==> config.mk <==
export PLATFORM = sky130hd
export DESIGN_NAME = cmd_ctrl_flat
export DESIGN_NICKNAME = d
export VERILOG_FILES = /design/src/rtl/cmd_pkg.sv /design/src/rtl/cmd_if.sv /design/src/rtl/cmd_ctrl.sv /design/src/flat_wrapper.sv
export VERILOG_INCLUDE_DIRS = /design/src /design/src/rtl
export SDC_FILE = /design/constraint.sdc
export NUM_CORES = 1
export LEC_CHECK = 0
export BUFFER_PORTS_ARGS = -buffer_cell sky130_fd_sc_hd__buf_2
export CAP_MARGIN = 20
export CORE_MARGIN = 2
export CORE_UTILIZATION = 54
export DETAILED_ROUTE_END_ITERATION = 7
export PLACE_DENSITY_LB_ADDON = 0.2
export SLEW_MARGIN = 20
export SYNTH_ARGS = -nofsm -noshare
export SYNTH_HDL_FRONTEND = slang
export SYNTH_SLANG_ARGS = --single-unit
export TNS_END_PERCENT = 5
==> constraint.sdc <==
create_clock -name mclk -period 3.3 [get_ports mclk]
set_input_delay 0.33 -clock mclk [delete_from_list [all_inputs] [get_ports mclk]]
set_output_delay 0.33 -clock mclk [all_outputs]
set_load 0.01 [all_outputs]
==> src/rtl/cmd_defs.svh <==
// Operation
// - Two bank selects pick one row strobe
// - Strap high enters advanced read mode
// - Normal mode: low read request means read cycle
// - Advanced mode: latch status on latch trailing edge
// - Advanced mode: no transparent refresh
// - Low write request means write cycle
// - Requests honoured only while chip select low
// - Chip select loss never aborts cycle
// - Normal mode: high refresh input schedules refresh
// - Transfer acknowledge pulses when data valid
// - System acknowledge marks start of access
// - Access during refresh: acknowledge waits
// - Address bits 14:13 pick ROM, 12:0 pass
// - Three 8K ROMs, one 4K ROM
// - Read strobe and memory select active low
// - System RAM answers only 8000 to BFFF
// - Row bits 6:0, column bits 15:7
// - Bit15 set, bit14 clear selects strobe 2
// - Memory cycle starts only when memory selected
// - Write strobe steers data toward memory
// - Control registers live in I/O space
// - Column strobe latches column address
`ifndef CMD_DEFS_SVH
`define CMD_DEFS_SVH

// ****************************************
// Address map and field positions.
// ****************************************
`define CMD_RAM_WINDOW 2'h2
`define CMD_ROM_IDX_HI 14
`define CMD_ROM_IDX_LO 13
`define CMD_ROM_SMALL_IDX 2'h3
`define CMD_ROM_SMALL_BIT 12
`define CMD_ROM_BIG_KB 8
`define CMD_ROM_SMALL_KB 4
`define CMD_ROW_HI 6
`define CMD_COL_LO 7
`define CMD_REG_IDX_HI 6

// ****************************************
// Timing in nanoseconds and derived cycle counts.
// ****************************************
`define CMD_CLK_NS 100
`define CMD_RAS_CAS_NS 200
`define CMD_CAS_NS 200
`define CMD_REF_NS 300
`define CMD_FIXED_NS 300
`define CMD_REF_PERIOD_NS 15600
`define CMD_RAS_CAS_CYC ((`CMD_RAS_CAS_NS + `CMD_CLK_NS - 1) / `CMD_CLK_NS)
`define CMD_CAS_CYC ((`CMD_CAS_NS + `CMD_CLK_NS - 1) / `CMD_CLK_NS)
`define CMD_REF_CYC ((`CMD_REF_NS + `CMD_CLK_NS - 1) / `CMD_CLK_NS)
`define CMD_FIXED_CYC ((`CMD_FIXED_NS + `CMD_CLK_NS - 1) / `CMD_CLK_NS)
`define CMD_REF_PERIOD_CYC (`CMD_REF_PERIOD_NS / `CMD_CLK_NS)

`endif

==> src/rtl/cmd_pkg.sv <==
`default_nettype none
// ****************************************
// Types shared by both ends.
// ****************************************
package cmd_pkg;
   // Controller sequencer states.
   typedef enum logic [2:0] {
      CMD_ST_IDLE = 3'h0,
      CMD_ST_ROW = 3'h1,
      CMD_ST_COL = 3'h2,
      CMD_ST_DONE = 3'h3,
      CMD_ST_WAIT = 3'h4,
      CMD_ST_REF = 3'h5
   } cmd_state_t;

   // Bus master states.
   typedef enum logic [2:0] {
      CMD_H_IDLE = 3'h0,
      CMD_H_ALE = 3'h1,
      CMD_H_MEM = 3'h2,
      CMD_H_FIX = 3'h3,
      CMD_H_END = 3'h4
   } cmd_host_state_t;
endpackage
`default_nettype wire

==> src/rtl/cmd_if.sv <==
`default_nettype none
// ****************************************
// Processor side memory bus between master and controller.
// ****************************************
interface cmd_if;
   logic [15:0] addr;
   logic io_m;
   logic read_strobe_n;
   logic write_strobe_n;
   logic read_request_status;
   logic protected_chip_select_n;
   logic refresh_or_latch_in;
   logic bank_select_lo;
   logic bank_select_hi_strap;
   logic transfer_acknowledge;
   logic system_acknowledge;
   logic [3:0] row_strobe_n;
   logic col_strobe_n;
   logic write_enable_n;
   logic [8:0] dram_addr;
   logic [3:0] rom_select_n;
   logic [12:0] rom_addr;
   logic data_dir_to_mem;
   logic data_gate_to_cpu;

   // Controller end.
   modport ctrl (
      input addr, io_m, read_strobe_n, write_strobe_n, read_request_status,
      input protected_chip_select_n, refresh_or_latch_in, bank_select_lo,
      input bank_select_hi_strap,
      output transfer_acknowledge, system_acknowledge, row_strobe_n, col_strobe_n,
      output write_enable_n, dram_addr, rom_select_n, rom_addr, data_dir_to_mem,
      output data_gate_to_cpu
   );

   // Processor end.
   modport master (
      output addr, io_m, read_strobe_n, write_strobe_n, read_request_status,
      output protected_chip_select_n, refresh_or_latch_in, bank_select_lo,
      output bank_select_hi_strap,
      input transfer_acknowledge, system_acknowledge, row_strobe_n, col_strobe_n,
      input write_enable_n, dram_addr, rom_select_n, rom_addr, data_dir_to_mem,
      input data_gate_to_cpu
   );
endinterface
`default_nettype wire

==> src/rtl/cmd_ctrl.sv <==
`include "cmd_defs.svh"
`default_nettype none
// ****************************************
// Dynamic RAM controller with ROM and I/O decode.
// ****************************************
module cmd_ctrl (
   input wire logic mclk,
   input wire logic srst,
   cmd_if.ctrl bus,
   input wire logic advanced_strap,
   output logic advanced_mode,
   output logic io_reg_wr,
   output logic io_reg_rd,
   output logic [6:0] io_reg_index
);

   // ****************************************
   // Declarations.
   // ****************************************
   cmd_pkg::cmd_state_t st;
   logic strap_meta, strap_sync, ale_prev, status_latched, ref_pend, system_acknowledge_late, is_write;
   logic [2:0] cnt;
   logic [15:0] acc_addr;
   logic ale_fall, in_window, mem_sel, rd_req, wr_req, acc_req, ref_req;
   logic start_acc, start_ref, rom_hit;
   logic [1:0] rom_idx;

   // Turns a two bit index into a one-hot select.
   function automatic logic [3:0] one_hot(input logic [1:0] idx);
      return 4'h1 << idx;
   endfunction

   // ****************************************
   // Mode strap.
   // ****************************************
   // Strap synchronised to mclk.
   always_ff @(posedge mclk) begin
      strap_meta <= advanced_strap;
      strap_sync <= strap_meta;
   end

   always_ff @(posedge mclk) begin
      if (srst) begin
         advanced_mode <= strap_sync;
      end
   end

   // ****************************************
   // Request decode.
   // ****************************************
   // Trailing edge of the latch strobe, only meaningful in advanced mode.
   assign ale_fall = advanced_mode & ale_prev & ~bus.refresh_or_latch_in;
   assign in_window = bus.addr[15:14] == `CMD_RAM_WINDOW;
   assign mem_sel = ~bus.io_m & ~bus.protected_chip_select_n & in_window;
   assign rd_req = advanced_mode ? status_latched : ~bus.read_request_status;
   assign wr_req = ~bus.write_strobe_n;
   assign acc_req = mem_sel & (rd_req | wr_req);
   assign ref_req = ~advanced_mode & bus.refresh_or_latch_in;
   assign start_ref = (st == cmd_pkg::CMD_ST_IDLE) & ref_pend;
   assign start_acc = (st == cmd_pkg::CMD_ST_IDLE) & ~ref_pend & acc_req;

   // Previous latch strobe level for edge detection.
   always_ff @(posedge mclk) begin
      if (srst) begin
         ale_prev <= 1'b0;
      end else begin
         ale_prev <= bus.refresh_or_latch_in;
      end
   end

   always_ff @(posedge mclk) begin
      if (srst) begin
         status_latched <= 1'b0;
      end else if (ale_fall) begin
         status_latched <= bus.read_request_status;
      end else if (start_acc & ~wr_req) begin
         status_latched <= 1'b0;
      end
   end

   // A new refresh request wins over the clear on refresh entry.
   always_ff @(posedge mclk) begin
      if (srst) begin
         ref_pend <= 1'b0;
      end else if (ref_req) begin
         ref_pend <= 1'b1;
      end else if (start_ref) begin
         ref_pend <= 1'b0;
      end
   end

   // ****************************************
   // Sequencer.
   // ****************************************
   // Once started a cycle runs to its end whatever the select does.
   always_ff @(posedge mclk) begin
      if (srst) begin
         st <= cmd_pkg::CMD_ST_IDLE;
         cnt <= 3'h0;
      end else begin
         case (st)
            cmd_pkg::CMD_ST_IDLE: begin
               if (start_ref) begin
                  st <= cmd_pkg::CMD_ST_REF;
                  cnt <= 3'(`CMD_REF_CYC - 1);
               end else if (start_acc) begin
                  st <= cmd_pkg::CMD_ST_ROW;
                  cnt <= 3'(`CMD_RAS_CAS_CYC - 1);
               end
            end
            cmd_pkg::CMD_ST_ROW: begin
               if (cnt == 3'h0) begin
                  st <= cmd_pkg::CMD_ST_COL;
                  cnt <= 3'(`CMD_CAS_CYC - 1);
               end else begin
                  cnt <= cnt - 3'h1;
               end
            end
            cmd_pkg::CMD_ST_COL: begin
               if (cnt == 3'h0) begin
                  st <= cmd_pkg::CMD_ST_DONE;
               end else begin
                  cnt <= cnt - 3'h1;
               end
            end
            cmd_pkg::CMD_ST_DONE: begin
               st <= cmd_pkg::CMD_ST_WAIT;
            end
            cmd_pkg::CMD_ST_WAIT: begin
               if (~rd_req & ~wr_req) begin
                  st <= cmd_pkg::CMD_ST_IDLE;
               end
            end
            cmd_pkg::CMD_ST_REF: begin
               if (cnt == 3'h0) begin
                  st <= cmd_pkg::CMD_ST_IDLE;
               end else begin
                  cnt <= cnt - 3'h1;
               end
            end
            default: begin
               st <= cmd_pkg::CMD_ST_IDLE;
            end
         endcase
      end
   end

   // Direction and address captured at cycle start.
   always_ff @(posedge mclk) begin
      if (srst) begin
         is_write <= 1'b0;
         acc_addr <= 16'h0000;
      end else if (start_acc) begin
         is_write <= wr_req;
         acc_addr <= bus.addr;
      end
   end

   // Access seen during refresh delays the acknowledge.
   always_ff @(posedge mclk) begin
      if (srst) begin
         system_acknowledge_late <= 1'b0;
      end else if (st == cmd_pkg::CMD_ST_REF && acc_req) begin
         system_acknowledge_late <= 1'b1;
      end else if (st == cmd_pkg::CMD_ST_COL && cnt == 3'h0) begin
         system_acknowledge_late <= 1'b0;
      end
   end

   // ****************************************
   // DRAM pins.
   // ****************************************
   // Row strobe per bank, low pair off in advanced mode.
   always_ff @(posedge mclk) begin
      if (srst) begin
         bus.row_strobe_n <= 4'hF;
      end else if (start_ref) begin
         bus.row_strobe_n <= advanced_mode ? 4'hF : 4'h0;
      end else if (start_acc) begin
         bus.row_strobe_n <= ~(one_hot({bus.bank_select_hi_strap, bus.bank_select_lo})
            & (advanced_mode ? 4'hC : 4'hF));
      end else if (st == cmd_pkg::CMD_ST_DONE ||
            (st == cmd_pkg::CMD_ST_REF && cnt == 3'h0)) begin
         bus.row_strobe_n <= 4'hF;
      end
   end

   // Row then column address with column strobe.
   always_ff @(posedge mclk) begin
      if (srst) begin
         bus.dram_addr <= 9'h000;
         bus.col_strobe_n <= 1'b1;
         bus.write_enable_n <= 1'b1;
      end else if (start_acc) begin
         bus.dram_addr <= {2'h0, bus.addr[`CMD_ROW_HI:0]};
      end else if (st == cmd_pkg::CMD_ST_ROW && cnt == 3'h0) begin
         bus.dram_addr <= acc_addr[15:`CMD_COL_LO];
         bus.col_strobe_n <= 1'b0;
         bus.write_enable_n <= ~is_write;
      end else if (st == cmd_pkg::CMD_ST_COL && cnt == 3'h0) begin
         bus.col_strobe_n <= 1'b1;
         bus.write_enable_n <= 1'b1;
      end
   end

   always_ff @(posedge mclk) begin
      if (srst) begin
         bus.transfer_acknowledge <= 1'b0;
         bus.system_acknowledge <= 1'b0;
      end else begin
         bus.transfer_acknowledge <= st == cmd_pkg::CMD_ST_COL && cnt == 3'h0;
         bus.system_acknowledge <= (start_acc & ~system_acknowledge_late) |
            (st == cmd_pkg::CMD_ST_COL && cnt == 3'h0 && system_acknowledge_late);
      end
   end

   // ****************************************
   // ROM, data buffer and I/O decode.
   // ****************************************
   assign rom_idx = bus.addr[`CMD_ROM_IDX_HI:`CMD_ROM_IDX_LO];
   // Small ROM answers its lower half only.
   assign rom_hit = ~bus.io_m & ~bus.read_strobe_n & ~bus.addr[15] &
      ~(rom_idx == `CMD_ROM_SMALL_IDX && bus.addr[`CMD_ROM_SMALL_BIT]);

   always_ff @(posedge mclk) begin
      if (srst) begin
         bus.rom_select_n <= 4'hF;
         bus.rom_addr <= 13'h0000;
      end else begin
         bus.rom_select_n <= rom_hit ? ~one_hot(rom_idx) : 4'hF;
         bus.rom_addr <= bus.addr[12:0];
      end
   end

   always_ff @(posedge mclk) begin
      if (srst) begin
         bus.data_dir_to_mem <= 1'b0;
         bus.data_gate_to_cpu <= 1'b0;
      end else begin
         bus.data_dir_to_mem <= ~bus.write_strobe_n & bus.read_strobe_n;
         bus.data_gate_to_cpu <= ~bus.read_strobe_n;
      end
   end

   always_ff @(posedge mclk) begin
      if (srst) begin
         io_reg_wr <= 1'b0;
         io_reg_rd <= 1'b0;
         io_reg_index <= 7'h00;
      end else begin
         io_reg_wr <= bus.io_m & ~bus.write_strobe_n;
         io_reg_rd <= bus.io_m & ~bus.read_strobe_n;
         io_reg_index <= bus.addr[`CMD_REG_IDX_HI:0];
      end
   end

endmodule
`default_nettype wire

==> src/flat_wrapper.sv <==
// flat-port wrapper written by rule: the top's interface ports become plain ports
module cmd_ctrl_flat 
  (mclk, srst, advanced_strap, advanced_mode, io_reg_wr, io_reg_rd, io_reg_index, bus_addr, bus_io_m, bus_read_strobe_n, bus_write_strobe_n, bus_read_request_status, bus_protected_chip_select_n, bus_refresh_or_latch_in, bus_bank_select_lo, bus_bank_select_hi_strap, bus_transfer_acknowledge, bus_system_acknowledge, bus_row_strobe_n, bus_col_strobe_n, bus_write_enable_n, bus_dram_addr, bus_rom_select_n, bus_rom_addr, bus_data_dir_to_mem, bus_data_gate_to_cpu);
  cmd_if bus_i ();
  input wire logic mclk;
  input wire logic srst;
  input wire logic advanced_strap;
  output logic advanced_mode;
  output logic io_reg_wr;
  output logic io_reg_rd;
  output logic [6:0] io_reg_index;
  input wire logic [$bits(bus_i.addr)-1:0] bus_addr;
  input wire logic [$bits(bus_i.io_m)-1:0] bus_io_m;
  input wire logic [$bits(bus_i.read_strobe_n)-1:0] bus_read_strobe_n;
  input wire logic [$bits(bus_i.write_strobe_n)-1:0] bus_write_strobe_n;
  input wire logic [$bits(bus_i.read_request_status)-1:0] bus_read_request_status;
  input wire logic [$bits(bus_i.protected_chip_select_n)-1:0] bus_protected_chip_select_n;
  input wire logic [$bits(bus_i.refresh_or_latch_in)-1:0] bus_refresh_or_latch_in;
  input wire logic [$bits(bus_i.bank_select_lo)-1:0] bus_bank_select_lo;
  input wire logic [$bits(bus_i.bank_select_hi_strap)-1:0] bus_bank_select_hi_strap;
  output wire logic [$bits(bus_i.transfer_acknowledge)-1:0] bus_transfer_acknowledge;
  output wire logic [$bits(bus_i.system_acknowledge)-1:0] bus_system_acknowledge;
  output wire logic [$bits(bus_i.row_strobe_n)-1:0] bus_row_strobe_n;
  output wire logic [$bits(bus_i.col_strobe_n)-1:0] bus_col_strobe_n;
  output wire logic [$bits(bus_i.write_enable_n)-1:0] bus_write_enable_n;
  output wire logic [$bits(bus_i.dram_addr)-1:0] bus_dram_addr;
  output wire logic [$bits(bus_i.rom_select_n)-1:0] bus_rom_select_n;
  output wire logic [$bits(bus_i.rom_addr)-1:0] bus_rom_addr;
  output wire logic [$bits(bus_i.data_dir_to_mem)-1:0] bus_data_dir_to_mem;
  output wire logic [$bits(bus_i.data_gate_to_cpu)-1:0] bus_data_gate_to_cpu;
  assign bus_i.addr = bus_addr;
  assign bus_i.io_m = bus_io_m;
  assign bus_i.read_strobe_n = bus_read_strobe_n;
  assign bus_i.write_strobe_n = bus_write_strobe_n;
  assign bus_i.read_request_status = bus_read_request_status;
  assign bus_i.protected_chip_select_n = bus_protected_chip_select_n;
  assign bus_i.refresh_or_latch_in = bus_refresh_or_latch_in;
  assign bus_i.bank_select_lo = bus_bank_select_lo;
  assign bus_i.bank_select_hi_strap = bus_bank_select_hi_strap;
  assign bus_transfer_acknowledge = bus_i.transfer_acknowledge;
  assign bus_system_acknowledge = bus_i.system_acknowledge;
  assign bus_row_strobe_n = bus_i.row_strobe_n;
  assign bus_col_strobe_n = bus_i.col_strobe_n;
  assign bus_write_enable_n = bus_i.write_enable_n;
  assign bus_dram_addr = bus_i.dram_addr;
  assign bus_rom_select_n = bus_i.rom_select_n;
  assign bus_rom_addr = bus_i.rom_addr;
  assign bus_data_dir_to_mem = bus_i.data_dir_to_mem;
  assign bus_data_gate_to_cpu = bus_i.data_gate_to_cpu;
  cmd_ctrl u_core (.mclk(mclk), .srst(srst), .bus(bus_i), .advanced_strap(advanced_strap), .advanced_mode(advanced_mode), .io_reg_wr(io_reg_wr), .io_reg_rd(io_reg_rd), .io_reg_index(io_reg_index));
endmodule
* After elaboration in Yosys (flattened, before gate mapping)
Cells that the tools add are included.
Widths: inputs -> output; s select.
** Cells by class
- Reductions and logical operators :: 22
- $add $sub $neg :: 1
- Mux-type cells :: 28
- Bitwise operators :: 38
- Shift-type cells :: 2
- Equality and inequality tests :: 13
** Operators by type and width (number)
- $mux 3 :: 9
- $and 1x1->1 :: 18
- $pmux 3 s6 :: 1
- $mux 4 :: 4
- $not 1->1 :: 15
- $mux 7 :: 2
- $mux 1 :: 10
- $reduce_bool 2->1 :: 5
- $pmux 3 s3 :: 1
- $ne 2x2->1 const B :: 4
- $not 4->4 :: 2
- $shl 1x2->4 const A :: 2
- $eq 3x2->1 const B :: 2
- $eq 3x3->1 const B :: 2
- $logic_and 1x1->1 :: 6
- $logic_not 3->1 :: 2
- $reduce_bool 3->1 :: 2
- $reduce_or 2->1 :: 3
- $reduce_and 5->1 :: 1
- $and 4x4->4 :: 1
- $eq 2x2->1 const B :: 2
- $eq 3x1->1 const B :: 1
- $ne 3x1->1 const B :: 1
- $reduce_and 3->1 :: 1
- other kinds (6) :: 7
** Word-level totals
- Input port bits :: 27
- Register bits :: 75
- Word-level logic and storage cells :: 129

* Depth between registers and ports, before layout
Gate-level depths: netlist (run 1).
- Word-level depth :: 8
- Mapped depth :: 7
- Mapped depth without buffers :: 7

* Worst setup path before layout (run 1)
No wires, ideal clock.
- Path type :: register to register
- Start :: register u_core.cnt[0]
- End :: register u_core.bus.row_strobe_n[2]
- Arrival time :: 1.560 ns
- Slack :: 1.618 ns
- Cell stages (with the launch flop) :: 8
- Setup time :: 0.122 ns
- Clock period less this slack :: 1.682 ns
- Cells stage by stage :: dfxtp_1 > inv_1 > ha_1 > nor2b_1 > a311oi_2 > a21boi_2 > a21oi_1 > a221o_1
** Between the ends
- Longest elaborated chain between the ends :: 4
** Ends and longest elaborated chain
- from (decl) :: line cmd_ctrl.sv:22 : logic [2:0] cnt;
- from (signal assigned) :: line cmd_ctrl.sv:105 : cnt <= 3'(`CMD_REF_CYC - 1);
- from (signal assigned) :: line cmd_ctrl.sv:108 : cnt <= 3'(`CMD_RAS_CAS_CYC - 1);
- from (signal assigned) :: line cmd_ctrl.sv:114 : cnt <= 3'(`CMD_CAS_CYC - 1);
- $logic_not 3->1 :: line cmd_ctrl.sv:183 : (st == cmd_pkg::CMD_ST_REF && cnt == 3'h0)) begin
- $logic_and 1x1->1 :: line cmd_ctrl.sv:183
- $logic_or 1x1->1 :: line cmd_ctrl.sv:182 : end else if (st == cmd_pkg::CMD_ST_DONE ||
- $reduce_bool 3->1 (no line)
- to (signal assigned) :: line cmd_ctrl.sv:178 : bus.row_strobe_n <= advanced_mode ? 4'hF : 4'h0;
- to (signal assigned) :: line cmd_ctrl.sv:180 : bus.row_strobe_n <= ~(one_hot({bus.bank_select_hi_strap, bus.bank_select_lo})
- to (decl) :: line cmd_if.sv:31 : output transfer_acknowledge, system_acknowledge, row_strobe_n, col_strobe_n,
Every way passes these cells.
A chain may end at the register's enable or synchronous reset.

* Final worst setup path (run 1)
- Start :: register u_core.st[2]
- End :: register u_core.bus.row_strobe_n[2]
** Between the ends
- Longest elaborated chain between the ends :: 5
- Elaborated cells between the ends (all ways) :: 11
- Those cells by class :: eq/ne (2); mux (2); bitwise (3); reduce/logical (4)
** Ends and longest elaborated chain
- from (decl) :: line cmd_ctrl.sv:20 : cmd_pkg::cmd_state_t st;
- from (signal assigned) :: line cmd_ctrl.sv:98 : st <= cmd_pkg::CMD_ST_IDLE;
- from (signal assigned) :: line cmd_ctrl.sv:104 : st <= cmd_pkg::CMD_ST_REF;
- from (signal assigned) :: line cmd_ctrl.sv:107 : st <= cmd_pkg::CMD_ST_ROW;
- $logic_not 3->1 :: line cmd_ctrl.sv:59, cmd_ctrl.sv:60
- $and 1x1->1 (2 in series) :: line cmd_ctrl.sv:60 : assign start_acc = (st == cmd_pkg::CMD_ST_IDLE) & ~ref_pend & acc_req;
- $mux 4 :: line cmd_ctrl.sv:179 : end else if (start_acc) begin
- $mux 4 :: line cmd_ctrl.sv:177 : end else if (start_ref) begin
Parallel ways exist; a longest one is shown, timed or not.

==> summary.md, run 1 <==
| Metric | Value |
|---|---|
| DRT Pass-1 Iters | 5 |
| Vias in the first global route | 1822 |
| Max FO, Critical Path | 14 |
| # setup viols final | 0 |
| Post-synth top flop | dfxtp_1 |
| CP endpoint kind | flip-flop |
| Antenna violations before repair | 0 |
| Syn Inst Count | between 200 and 300 |
| Die Area | ~0.0051 sq mm |
| Crit-path max cell delay | roughly 0.68 ns |
| Worst Tran Pin Value | slightly above 0.9 ns |
| Worst-Skew Late Latency | between 0.3 and 0.4 ns |
| IO Count | 73 |
| Total Nets Final | 350 |
| Final WS setup | between 1 and 1.5 ns |
| Min-Delay Startpoint | advanced_strap |
| Core Box Area | ~0.0044 sq mm |
| Count of different cell masters after synthesis | 53 |
| HP Class | input pin to flip-flop |
| Placement Setup Slack | around 1.4 ns |
| Setup crit start kind | flip-flop |
| Initial core utilization | 55.9% |
| Most area-consuming cells after synthesis | dfxtp_1, nor2b_1, nand2_1 |
| Status | completed |
| Total track usage | a little over a fifth |
| DRC Markers | 0 |
| Maxcap violations | 0 |
| First-pass GRT wire length | between 8000 and 9000 um |
| Maximum vdd drop | 0.457 mV |
| Initial DRC Count | 91 |
| DPL Wire Length | 3480 um |
| RSZ-0062 raised after global routing | no |
| Share of post-route cells with drive strength above 1 | a little under a third |
| Static leakage | around 1.3 nW |
| Synth warn | 0 |
| Clock Skew | about 0.010 ns |
| Ant diodes | 0 |
| Clock-pin slew on the worst setup and hold paths | 0.07 ns |
| Final WL | between 5000 and 6000 um |
| Row count | 24 |
| Non-Filler Instances | between 300 and 400 |
| Flops & latches, synth | 61 |
| Sequential area share after synthesis | between 50% and 60% |
| Min Tclk post-route | just under 2 ns |
| Number of synthesized flops with an enable pin | 1 |
| TritonCTS sink count | 61 |
| Critical path origin | u_core.st[2] |
| WP data required | about 3.5 ns |
| Syn_area_per_cell | 9.54 sq um |
| Hold_buf cts | 0 |
| Post-CTS sizing | 0 |
| R2R Path Start | u_core.st[2] |
| CTS Buffer Depth | 2 |
| Setup_tns | 0 ns |
| R2R Setup Slk | about 1.3 ns |
| Post CTS Setup Buffer Count | 0 |
| Worst setup path category | flip-flop to flip-flop |
| Fin. Hold Viols | 0 |
| Max Clk Rate | just over 0.5 GHz |
| Total gr overflow | 0 |
| Critical Path AT | between 2 and 2.5 ns |
| TritonCTS Buffers | 9 |
| Area Overhead vs Synth | 21.7% |
| Top cell type by total area after synthesis | dfxtp_1 |
| Area share of the largest cell type after synthesis | between 40 and 50% |
| Drt via density | ~5.3 |
| Post-Syn Area | 0.00243 sq mm |
| Pwr dens | 702 mW/mm^2 |
| Buffers on Ports | just over 70 |
| Die Width | approximately 70 um |
| CTS tree | built |
| CTS H-tree depth | 3 |
| Placed insts | between 300 and 400 |
| Async SR Flop Fraction | 0% |
| Total power draw | approximately 2.1 mW |
| Syn nets | approximately 280 |
| Slew headroom | 38.6% |
| Root Driver | clkbuf_8 |
| Crit-path slowest cell | dfxtp_1 |
| Via count | slightly above 2000 |
| Antenna-violating nets left | 0 |
| Largest net degree at the start of global routing | 54 |
| Drt wl/cell | roughly 13 um |
| Pins Over Slew Limit | 0 |
| Gpl congestion | about 0.8 |
| Fin crit share | 59.9% |
| Critical path cell sequence | and3b_1 -> a311oi_2 -> a21boi_2 -> a21oi_1 -> a221o_1 |
| Die Ht | between 70 and 80 um |
## report_power, final
part	leakage [nW]	total, mW	switching (mW)	internal [mW]
Combinational	0.680	0.533	0.314	0.219
Sequential	0.501	0.879	0.0778	0.801
Clock	0.107	0.666	0.298	0.368
## final cells by class
cell class / instances / area (sq um)
well taps: 52 / 65.1
flip-flops and latches: 61 / 1230
multi-input cells: 168 / 1070
clock buffers: 10 / 138
repair buffers: 72 / 360
inverters: 9 / 33.8
fillers: 357 / 1390
clock inverters: 6 / 60.1
## routing by layer
layer / up-vias / GRT usage (%) / part of all wire (%)
met3: 7 / 5.98 / 6.6
met5: - / 0 / 0
met2: 61 / 32.8 / 46
met1: 916 / 26.4 / 46
met4: 0 / 11.3 / 1.5
li1: 1032 / - / -
## worst paths after layout
kind,cells after the start,end
worst min-delay path,1,u_core.strap_meta
worst max-delay path,5,u_core.bus.row_strobe_n[2]
worst max register to register,5,u_core.bus.row_strobe_n[2]
worst min register to register,0,u_core.strap_sync
## through the flow
| step | utilization [%] | area, sq um | hold WS (ns) |
|---|---|---|---|
| 2_1_floorplan | - | 2430 | 0.310 |
| 3_3_place_gp | 63.5 | 2760 | 0.311 |
| 3_5_place_dp | 63.5 | 2760 | 0.316 |
| 4_1_cts | 68.0 | 2960 | 0.0820 |
| 5_1_grt | 68.0 | 2960 | 0.0900 |
| 6_report | 68.0 | 2960 | 0.0925 |
## cell families after synthesis
group / Yosys count / share of synthesized area (%)
AOI/OAI and AO/OA: 63 / 18.1
buffers and inverters: 26 / 5.30
and+or+nand+nor: 100 / 23.7
adders and majority gates: 2 / 1.03
DFF: 61 / 50.6
muxes: 3 / 1.29
## state kept, by name, summed over array words and instances (netlist names), 3 cells and up
register                 count
u_core.bus.rom_select_n      4
u_core.cnt                   3
u_core.acc_addr              9
u_core.bus.row_strobe_n      4
u_core.bus.rom_addr         13
u_core.st                    3
u_core.bus.dram_addr         9
## cells in the final DEF, fill, tap and decap left out, types with 3 or more instances in the layout
cell type and instances:
nand2b_1 3, nor3_1 4, o21ai_0 3, nor2b_1 20, nand3_1 4, dfxtp_1 60, clkbuf_8 10, inv_1 7
nor2_1 15, o21ai_1 5, a22oi_1 7, buf_2 72, a21oi_1 20, nor3b_1 3, nand4_1 5, o2bb2ai_1 7
clkinv_2 3, nand2_1 30
## worst max-delay path, delay by kind of cell, from the launching register on
kind / cells / cell delay [ns]
and+or+nand+nor: 1 / 0.27
DFF: 1 / 0.68
AOI/OAI and AO/OA: 4 / 0.92
## cells in the mapped netlist, drive strengths merged, types with 3 or more instances
master and n:
o21ai 9, nand4 5, nor3b 5, dfxtp 60, o2bb2ai 7, a22oi 7
buf 11, clkbuf 6, nand2b 3, nor2b 20, nand2 30, inv 9
a21oi 20, nor3 4, nor2 17, nand3 4
No activity file was read; power rests on OpenSTA's default activity.
==> run 2: changes to the inputs <==
--- a/config.mk
+++ b/config.mk
@@ -9,7 +9,7 @@
 export BUFFER_PORTS_ARGS = -buffer_cell sky130_fd_sc_hd__buf_2
 export CAP_MARGIN = 20
 export CORE_MARGIN = 2
-export CORE_UTILIZATION = 54
+export CORE_UTILIZATION = 50
 export DETAILED_ROUTE_END_ITERATION = 7
 export PLACE_DENSITY_LB_ADDON = 0.2
 export SLEW_MARGIN = 20
==> constraint.sdc (replaced) <==
create_clock -name mclk -period 1.83 [get_ports mclk]
set_input_delay 0.183 -clock mclk [delete_from_list [all_inputs] [get_ports mclk]]
set_output_delay 0.183 -clock mclk [all_outputs]
set_load 0.01 [all_outputs]
==> summary.md, run 2 (same netlist as run 1, synthesis figures left out) <==
| Metric | Value |
|---|---|
| Initial core utilization | 51.5% (was 55.9%) |
| CTS H-tree depth | 3 (unchanged) |
| Worst-Skew Late Latency | 0.33 ns (was 0.34 ns) |
| Internal Power | 2.70 mW (was 1.39 mW) |
| Pins Over Slew Limit | 0 (unchanged) |
| Total Nets Final | 363 (was 350) |
| Vias in the first global route | 2022 (was 1822) |
| Dpl cell area | 0.00287 sq mm (was 0.00276 sq mm) |
| DRT Pass-1 Iters | 4 (was 5) |
| Fin crit share | 97.4% (was 59.9%) |
| Drt via density | 5.13 (was 5.33) |
| Final Cell Area | 0.00312 sq mm (was 0.00296 sq mm) |
| Total gr overflow | 0 (unchanged) |
| Slew headroom | 69.4% (was 38.6%) |
| Commonest non-fill, non-tap cell in the layout | buf_2 (unchanged) |
| Largest net degree at the start of global routing | 24 (was 54) |
| Comb pwr share | 28.8% (was 25.7%) |
| Pwr dens | 1280 mW/mm^2 (was 702 mW/mm^2) |
| Met3 usage in global routing | 5.35% (was 5.98%) |
| Gpl congestion | 0.835 (was 0.800) |
| # setup viols final | 0 (unchanged) |
| Antenna-violating nets left | 0 (unchanged) |
| Setup crit start kind | flip-flop (unchanged) |
| Met1 Use GR | 26.3% (was 26.4%) |
| Drt wl/cell | 13.5 um (was 13.4 um) |
| Most frequent cells in the layout | buf_2, dfxtp_1, nand2_1 (unchanged) |
| Via count | 2081 (was 2016) |
| Buffers on Ports | 72 (unchanged) |
| Root Driver | clkbuf_8 (unchanged) |
| Antenna violations before repair | 0 (unchanged) |
| Initial DRC Count | 95 (was 91) |
| Grt met2 use | 36.5% (was 32.8%) |
| Maximum vdd drop | 0.632 mV (was 0.457 mV) |
| CP endpoint kind | flip-flop (unchanged) |
| Row count | 25 (was 24) |
| HP Class | input pin to flip-flop (unchanged) |
| CTS Buffer Depth | 2 (unchanged) |
| Total track usage | 21.7% (was 21.0%) |
| Switching Power | 1.29 mW (was 690 uW) |
| WP data required | 2.05 ns (was 3.53 ns) |
| Total power draw | 3.98 mW (was 2.08 mW) |
| Ant diodes | 0 (unchanged) |
| Fin. Hold Viols | 0 (unchanged) |
| Sw frac | 32.3% (was 33.2%) |
| Maxcap violations | 0 (unchanged) |
| Share of post-route cells with drive strength above 1 | 34.8% (was 31.6%) |
| Clock-pin slew on the worst setup and hold paths | 0.07 ns (about the same) |
| Area Overhead vs Synth | 28.0% (was 21.7%) |
| TritonCTS Buffers | 9 (unchanged) |
| Largest reg by FF count | u_core.bus.rom_addr (unchanged) |
| Post CTS Setup Buffer Count | 0 (unchanged) |
| DRC Markers | 0 (unchanged) |
| Part of the power in registers | 39.2% (was 42.3%) |
| Worst setup path category | flip-flop to flip-flop (unchanged) |
| Critical Path AT | 2.00 ns (was 2.21 ns) |
| DPL Wire Length | 3980 um (was 3480 um) |
| Max Clk Rate | 0.561 GHz (was 0.506 GHz) |
| Core Box Area | 0.00472 sq mm (was 0.00435 sq mm) |
| IO Count | 73 (unchanged) |
| RSZ-0062 raised after global routing | yes (was no) |
| Status | completed (unchanged) |
| Max FO, Critical Path | 3 (was 14) |
| Max reg flops | 13 (unchanged) |
| Final WL | 5470 um (was 5070 um) |
| Die Area | 0.00544 sq mm (was 0.00506 sq mm) |
| Clock network fraction of total power | 31.9% (was 32.0%) |
| Biggest regs | u_core.bus.rom_addr: 13 flops, u_core.acc_addr: 9 flops, u_core.bus.dram_addr: 9 flops (unchanged) |
| Worst Tran Pin Value | 0.458 ns (was 0.921 ns) |
| Most used routing layer | met2 (unchanged) |
| Min Tclk post-route | 1.78 ns (was 1.98 ns) |
| CTS tree | built (unchanged) |
| First-pass GRT wire length | 9030 um (was 8240 um) |
| Die Width | 73.8 um (was 71.1 um) |
| Static leakage | 1.36 nW (was 1.29 nW) |
| Clock Skew | 0.00961 ns (was 0.0100 ns) |
| Die Ht | 73.8 um (was 71.1 um) |
| TritonCTS sink count | 61 (unchanged) |
run 2: power by group through the flow:
stage                     Sequential (mW)  Combinational, mW  Clock [mW]
after detailed placement             1.59               1.11           0
after CTS                            1.56               1.12        1.30
after global routing                 1.58               1.26        1.36
final                                1.56               1.15        1.27
after global placement               1.58               1.12           0
after floorplan                      1.56              0.757           0
run 2: worst paths after layout:
path | slack [ns] | startpoint | endpoint | cells past startpoint
worst max-delay path | 0.05 | u_core.cnt[0] | u_core.bus.row_strobe_n[3] | 7
worst min-delay path | 0.05 | bus_addr[14] | u_core.bus.rom_select_n[2] | 2
worst max register to register | 0.05 | u_core.cnt[0] | u_core.bus.row_strobe_n[3] | 7
worst min register to register | 0.33 | u_core.strap_meta | u_core.strap_sync | 0
run 2: repair_timing:
| item | in CTS | in global routing |
|---|---|---|
| gates resized for setup | 0 | 4 |
| hold buffers | 1 | 0 |
| hold endpoints to repair | 1 | 0 |
| endpoints found under the setup margin | 0 | 9 |
run 2: area by class of cell:
cell class | instances | area [sq um]
clock buffer | 11 | 163
clock inverter | 5 | 56.3
fill | 410 | 1610
inverter | 9 | 33.8
multi-input combinational | 168 | 1080
sequential | 61 | 1230
tap | 67 | 83.8
timing repair buffer | 85 | 460
run 2: metal layers:
metal	routed length [um]	part of all wire [%]
met5	0	0
met4	87	1.6
met3	286	5.2
met2	2610	48
met1	2490	45
run 2: worst max-delay path, stage by stage (launching register included):
cell,delay (ns)
dfxtp_2,0.34
inv_1,0.06
ha_1,0.21
nor2b_1,0.16
a311oi_2,0.27
a21boi_4,0.25
a21oi_1,0.08
a221o_1,0.30
run 2: stage by stage:
stage          hold WS (ns)  setup TNS [ns]  util (%)  setup slack (ns)  std cells
3_3_place_gp          0.286               0      60.8            0.0818        389
2_1_floorplan         0.211               0         -             0.148        255
4_1_cts              0.0412               0      65.7            0.0265        406
5_1_grt              0.0443          -0.111      66.0           -0.0560        406
6_report             0.0527               0      66.0            0.0475        406
3_5_place_dp          0.287               0      60.8            0.0364        389
==> run 3: changes to the inputs <==
==> constraint.sdc (replaced) <==
create_clock -name mclk -period 2 [get_ports mclk]
set_input_delay 0.2 -clock mclk [delete_from_list [all_inputs] [get_ports mclk]]
set_output_delay 0.2 -clock mclk [all_outputs]
set_load 0.01 [all_outputs]
==> summary.md, run 3 (same netlist as run 1, synthesis figures left out) <==
| Metric | Value |
|---|---|
| Critical Path AT | 2.10 ns (was 2.00 ns) |
| Final WL | 5170 um (was 5470 um) |
| Die Ht | 73.8 um (unchanged) |
| Part of the power in registers | 41.4% (was 39.2%) |
| Internal Power | 2.32 mW (was 2.70 mW) |
| Most frequent cells in the layout | buf_2, dfxtp_1, nand2_1 (unchanged) |
| R2R Path Start | u_core.st[1] (was u_core.cnt[0]) |
| Post CTS Setup Buffer Count | 0 (unchanged) |
| DPL Wire Length | 3670 um (was 3980 um) |
| IO Count | 73 (unchanged) |
| Max Clk Rate | 0.533 GHz (was 0.561 GHz) |
| Worst Hold Path Cells | 2 (unchanged) |
| RSZ-0062 raised after global routing | yes (unchanged) |
| Hold_ws | 0.0710 ns (was 0.0527 ns) |
| Fin crit share | 93.8% (was 97.4%) |
| Fin. Hold Viols | 0 (unchanged) |
| Switching Power | 1.15 mW (was 1.29 mW) |
| Sw frac | 33.1% (was 32.3%) |
| Max FO, Critical Path | 9 (was 3) |
| CTS H-tree depth | 3 (unchanged) |
| CP endpoint kind | flip-flop (unchanged) |
| Maximum vdd drop | 0.676 mV (was 0.632 mV) |
| HP Class | input pin to flip-flop (unchanged) |
| Met1 wire length | 2370 um (was 2490 um) |
| Total power draw | 3.47 mW (was 3.98 mW) |
| Clock Skew | 0.00684 ns (was 0.00961 ns) |
| Biggest regs | u_core.bus.rom_addr: 13 flops, u_core.acc_addr: 9 flops, u_core.bus.dram_addr: 9 flops (unchanged) |
| DRC Markers | 0 (unchanged) |
| CTS Buffer Depth | 2 (unchanged) |
| Via count | 2068 (was 2081) |
| Status | completed (unchanged) |
| Worst-Skew Late Latency | 0.33 ns (about the same) |
| Clock network fraction of total power | 30.0% (was 31.9%) |
| Core Box Area | 0.00472 sq mm (unchanged) |
| First-pass GRT wire length | 8500 um (was 9030 um) |
| Min-Delay Startpoint | bus_read_strobe_n (was bus_addr[14]) |
| Row count | 25 (unchanged) |
| Total gr overflow | 0 (unchanged) |
| Placed insts | 386 (was 389) |
| Total track usage | 20.6% (was 21.7%) |
| Met2 wire length | 2450 um (was 2610 um) |
| FF-to-FF path depth | 5 (was 7) |
| Sink of the worst hold path | u_core.bus.data_gate_to_cpu (was u_core.bus.rom_select_n[2]) |
| Largest net degree at the start of global routing | 30 (was 24) |
| FF-to-FF End | u_core.bus.row_strobe_n[3] (unchanged) |
| Dpl cell area | 0.00285 sq mm (was 0.00287 sq mm) |
| Die Width | 73.8 um (unchanged) |
| Min Tclk post-route | 1.88 ns (was 1.78 ns) |
| Area Overhead vs Synth | 25.9% (was 28.0%) |
| Largest reg by FF count | u_core.bus.rom_addr (unchanged) |
| Static leakage | 1.34 nW (was 1.36 nW) |
| TritonCTS Buffers | 9 (unchanged) |
| Commonest non-fill, non-tap cell in the layout | buf_2 (unchanged) |
| Root Driver | clkbuf_8 (unchanged) |
| Max reg flops | 13 (unchanged) |
| Initial core utilization | 51.5% (unchanged) |
| CTS tree | built (unchanged) |
| DRT Pass-1 Iters | 4 (unchanged) |
| Drt via density | 5.13 (about the same) |
| Vias in the first global route | 1873 (was 2022) |
| Pins Over Slew Limit | 0 (unchanged) |
| Share of post-route cells with drive strength above 1 | 33.3% (was 34.8%) |
| Worst setup path category | flip-flop to flip-flop (unchanged) |
| Maxcap violations | 0 (unchanged) |
| Routed length on met3 | 290 um (was 286 um) |
| Drt wl/cell | 12.8 um (was 13.5 um) |
| Ant diodes | 0 (unchanged) |
| Final Cell Area | 0.00306 sq mm (was 0.00312 sq mm) |
| Initial DRC Count | 83 (was 95) |
| Top Layer Used | met4 (unchanged) |
| Non-Filler Instances | 403 (was 406) |
| Clock-pin slew on the worst setup and hold paths | 0.07 ns (about the same) |
| Final Util | 64.8% (was 66.0%) |
| Slew headroom | 58.1% (was 69.4%) |
| Crit-path max cell delay | 0.54 ns (was 0.34 ns) |
| Antenna-violating nets left | 0 (unchanged) |
| # setup viols final | 0 (unchanged) |
| Pwr dens | 1130 mW/mm^2 (was 1280 mW/mm^2) |
| Worst Tran Pin Value | 0.628 ns (was 0.458 ns) |
| Die Area | 0.00544 sq mm (unchanged) |
| TritonCTS sink count | 61 (unchanged) |
| Gpl congestion | 0.871 (was 0.835) |
| Critical path origin | u_core.st[1] (was u_core.cnt[0]) |
| Buffers on Ports | 72 (unchanged) |
| Crit-path slowest cell | dfxtp_1 (was dfxtp_2) |
| WP data required | 2.22 ns (was 2.05 ns) |
| R2R Setup Slk | 0.12 ns (was 0.05 ns) |
| Critical path cell sequence | and2b_4 -> a311oi_2 -> a21boi_4 -> a21oi_1 -> a221o_1 (was inv_1 -> ha_1 -> nor2b_1 -> a311oi_2 -> a21boi_4 -> a21oi_1 -> a221o_1) |
| Comb pwr share | 28.7% (was 28.8%) |
| Setup crit start kind | flip-flop (unchanged) |
| Total Nets Final | 360 (was 363) |
| Antenna violations before repair | 0 (unchanged) |
## run 3: cell count changes in the layout (fill, tap and decap cells not counted), sizes merged
cell	delta
buf	-3
clkbuf	-2
clkinv	+2
## run 3: power by group through the flow
stage                     registers [mW]  logic (mW)  clock network (mW)
after CTS                           1.43       0.977                1.07
after detailed placement            1.46       0.967                   0
final                               1.44       0.995                1.04
after global placement              1.46       0.969                   0
after floorplan                     1.43       0.693                   0
after global routing                1.45        1.11                1.13
## run 3: per-layer routing
layer | vias to the layer above | track usage [%]
li1 | 1047 | -
met4 | 0 | 7.07
met5 | - | 0
met1 | 947 | 26.3
met3 | 9 | 7.13
met2 | 65 | 32.4
## run 3: critical path, delay by kind of cell, from the launching register on
kind / cells / cell delay (ns)
AO/OA/AOI/OAI: 4 / 0.95
AND/OR/NAND/NOR: 1 / 0.27
flip-flops: 1 / 0.54
## run 3: worst max-delay path by stage
stage                                 endpoint  slack, ns  cells after the start
floorplan           u_core.bus.row_strobe_n[2]       0.32                      7
global placement    u_core.bus.row_strobe_n[3]       0.19                      5
detailed placement  u_core.bus.row_strobe_n[3]       0.17                      5
finish              u_core.bus.row_strobe_n[3]       0.12                      5
global route        u_core.bus.row_strobe_n[2]      -0.02                      7
CTS                 u_core.bus.row_strobe_n[3]       0.15                      5
## run 3: per-stage QoR
stage | worst slack [ns] | setup TNS (ns)
after detailed placement | 0.170 | 0
after CTS | 0.149 | 0
final | 0.125 | 0
after floorplan | 0.318 | 0
after global placement | 0.188 | 0
after global routing | -0.0187 | -0.0214
## run 3: final cells by class
type | instances | area, sq um
inverters | 9 | 33.8
multi-input cells | 168 | 1090
repair buffers | 82 | 438
flip-flops and latches | 61 | 1230
well taps | 67 | 83.8
fillers | 439 | 1660
clock buffers | 9 | 124
clock inverters | 7 | 66.3
## run 3: timing repair
item                       4_1_cts  5_1_grt
hold buffers                     1        0
setup endpoints to repair        0        2
hold endpoints to repair         1        0
gates resized for setup          0        2
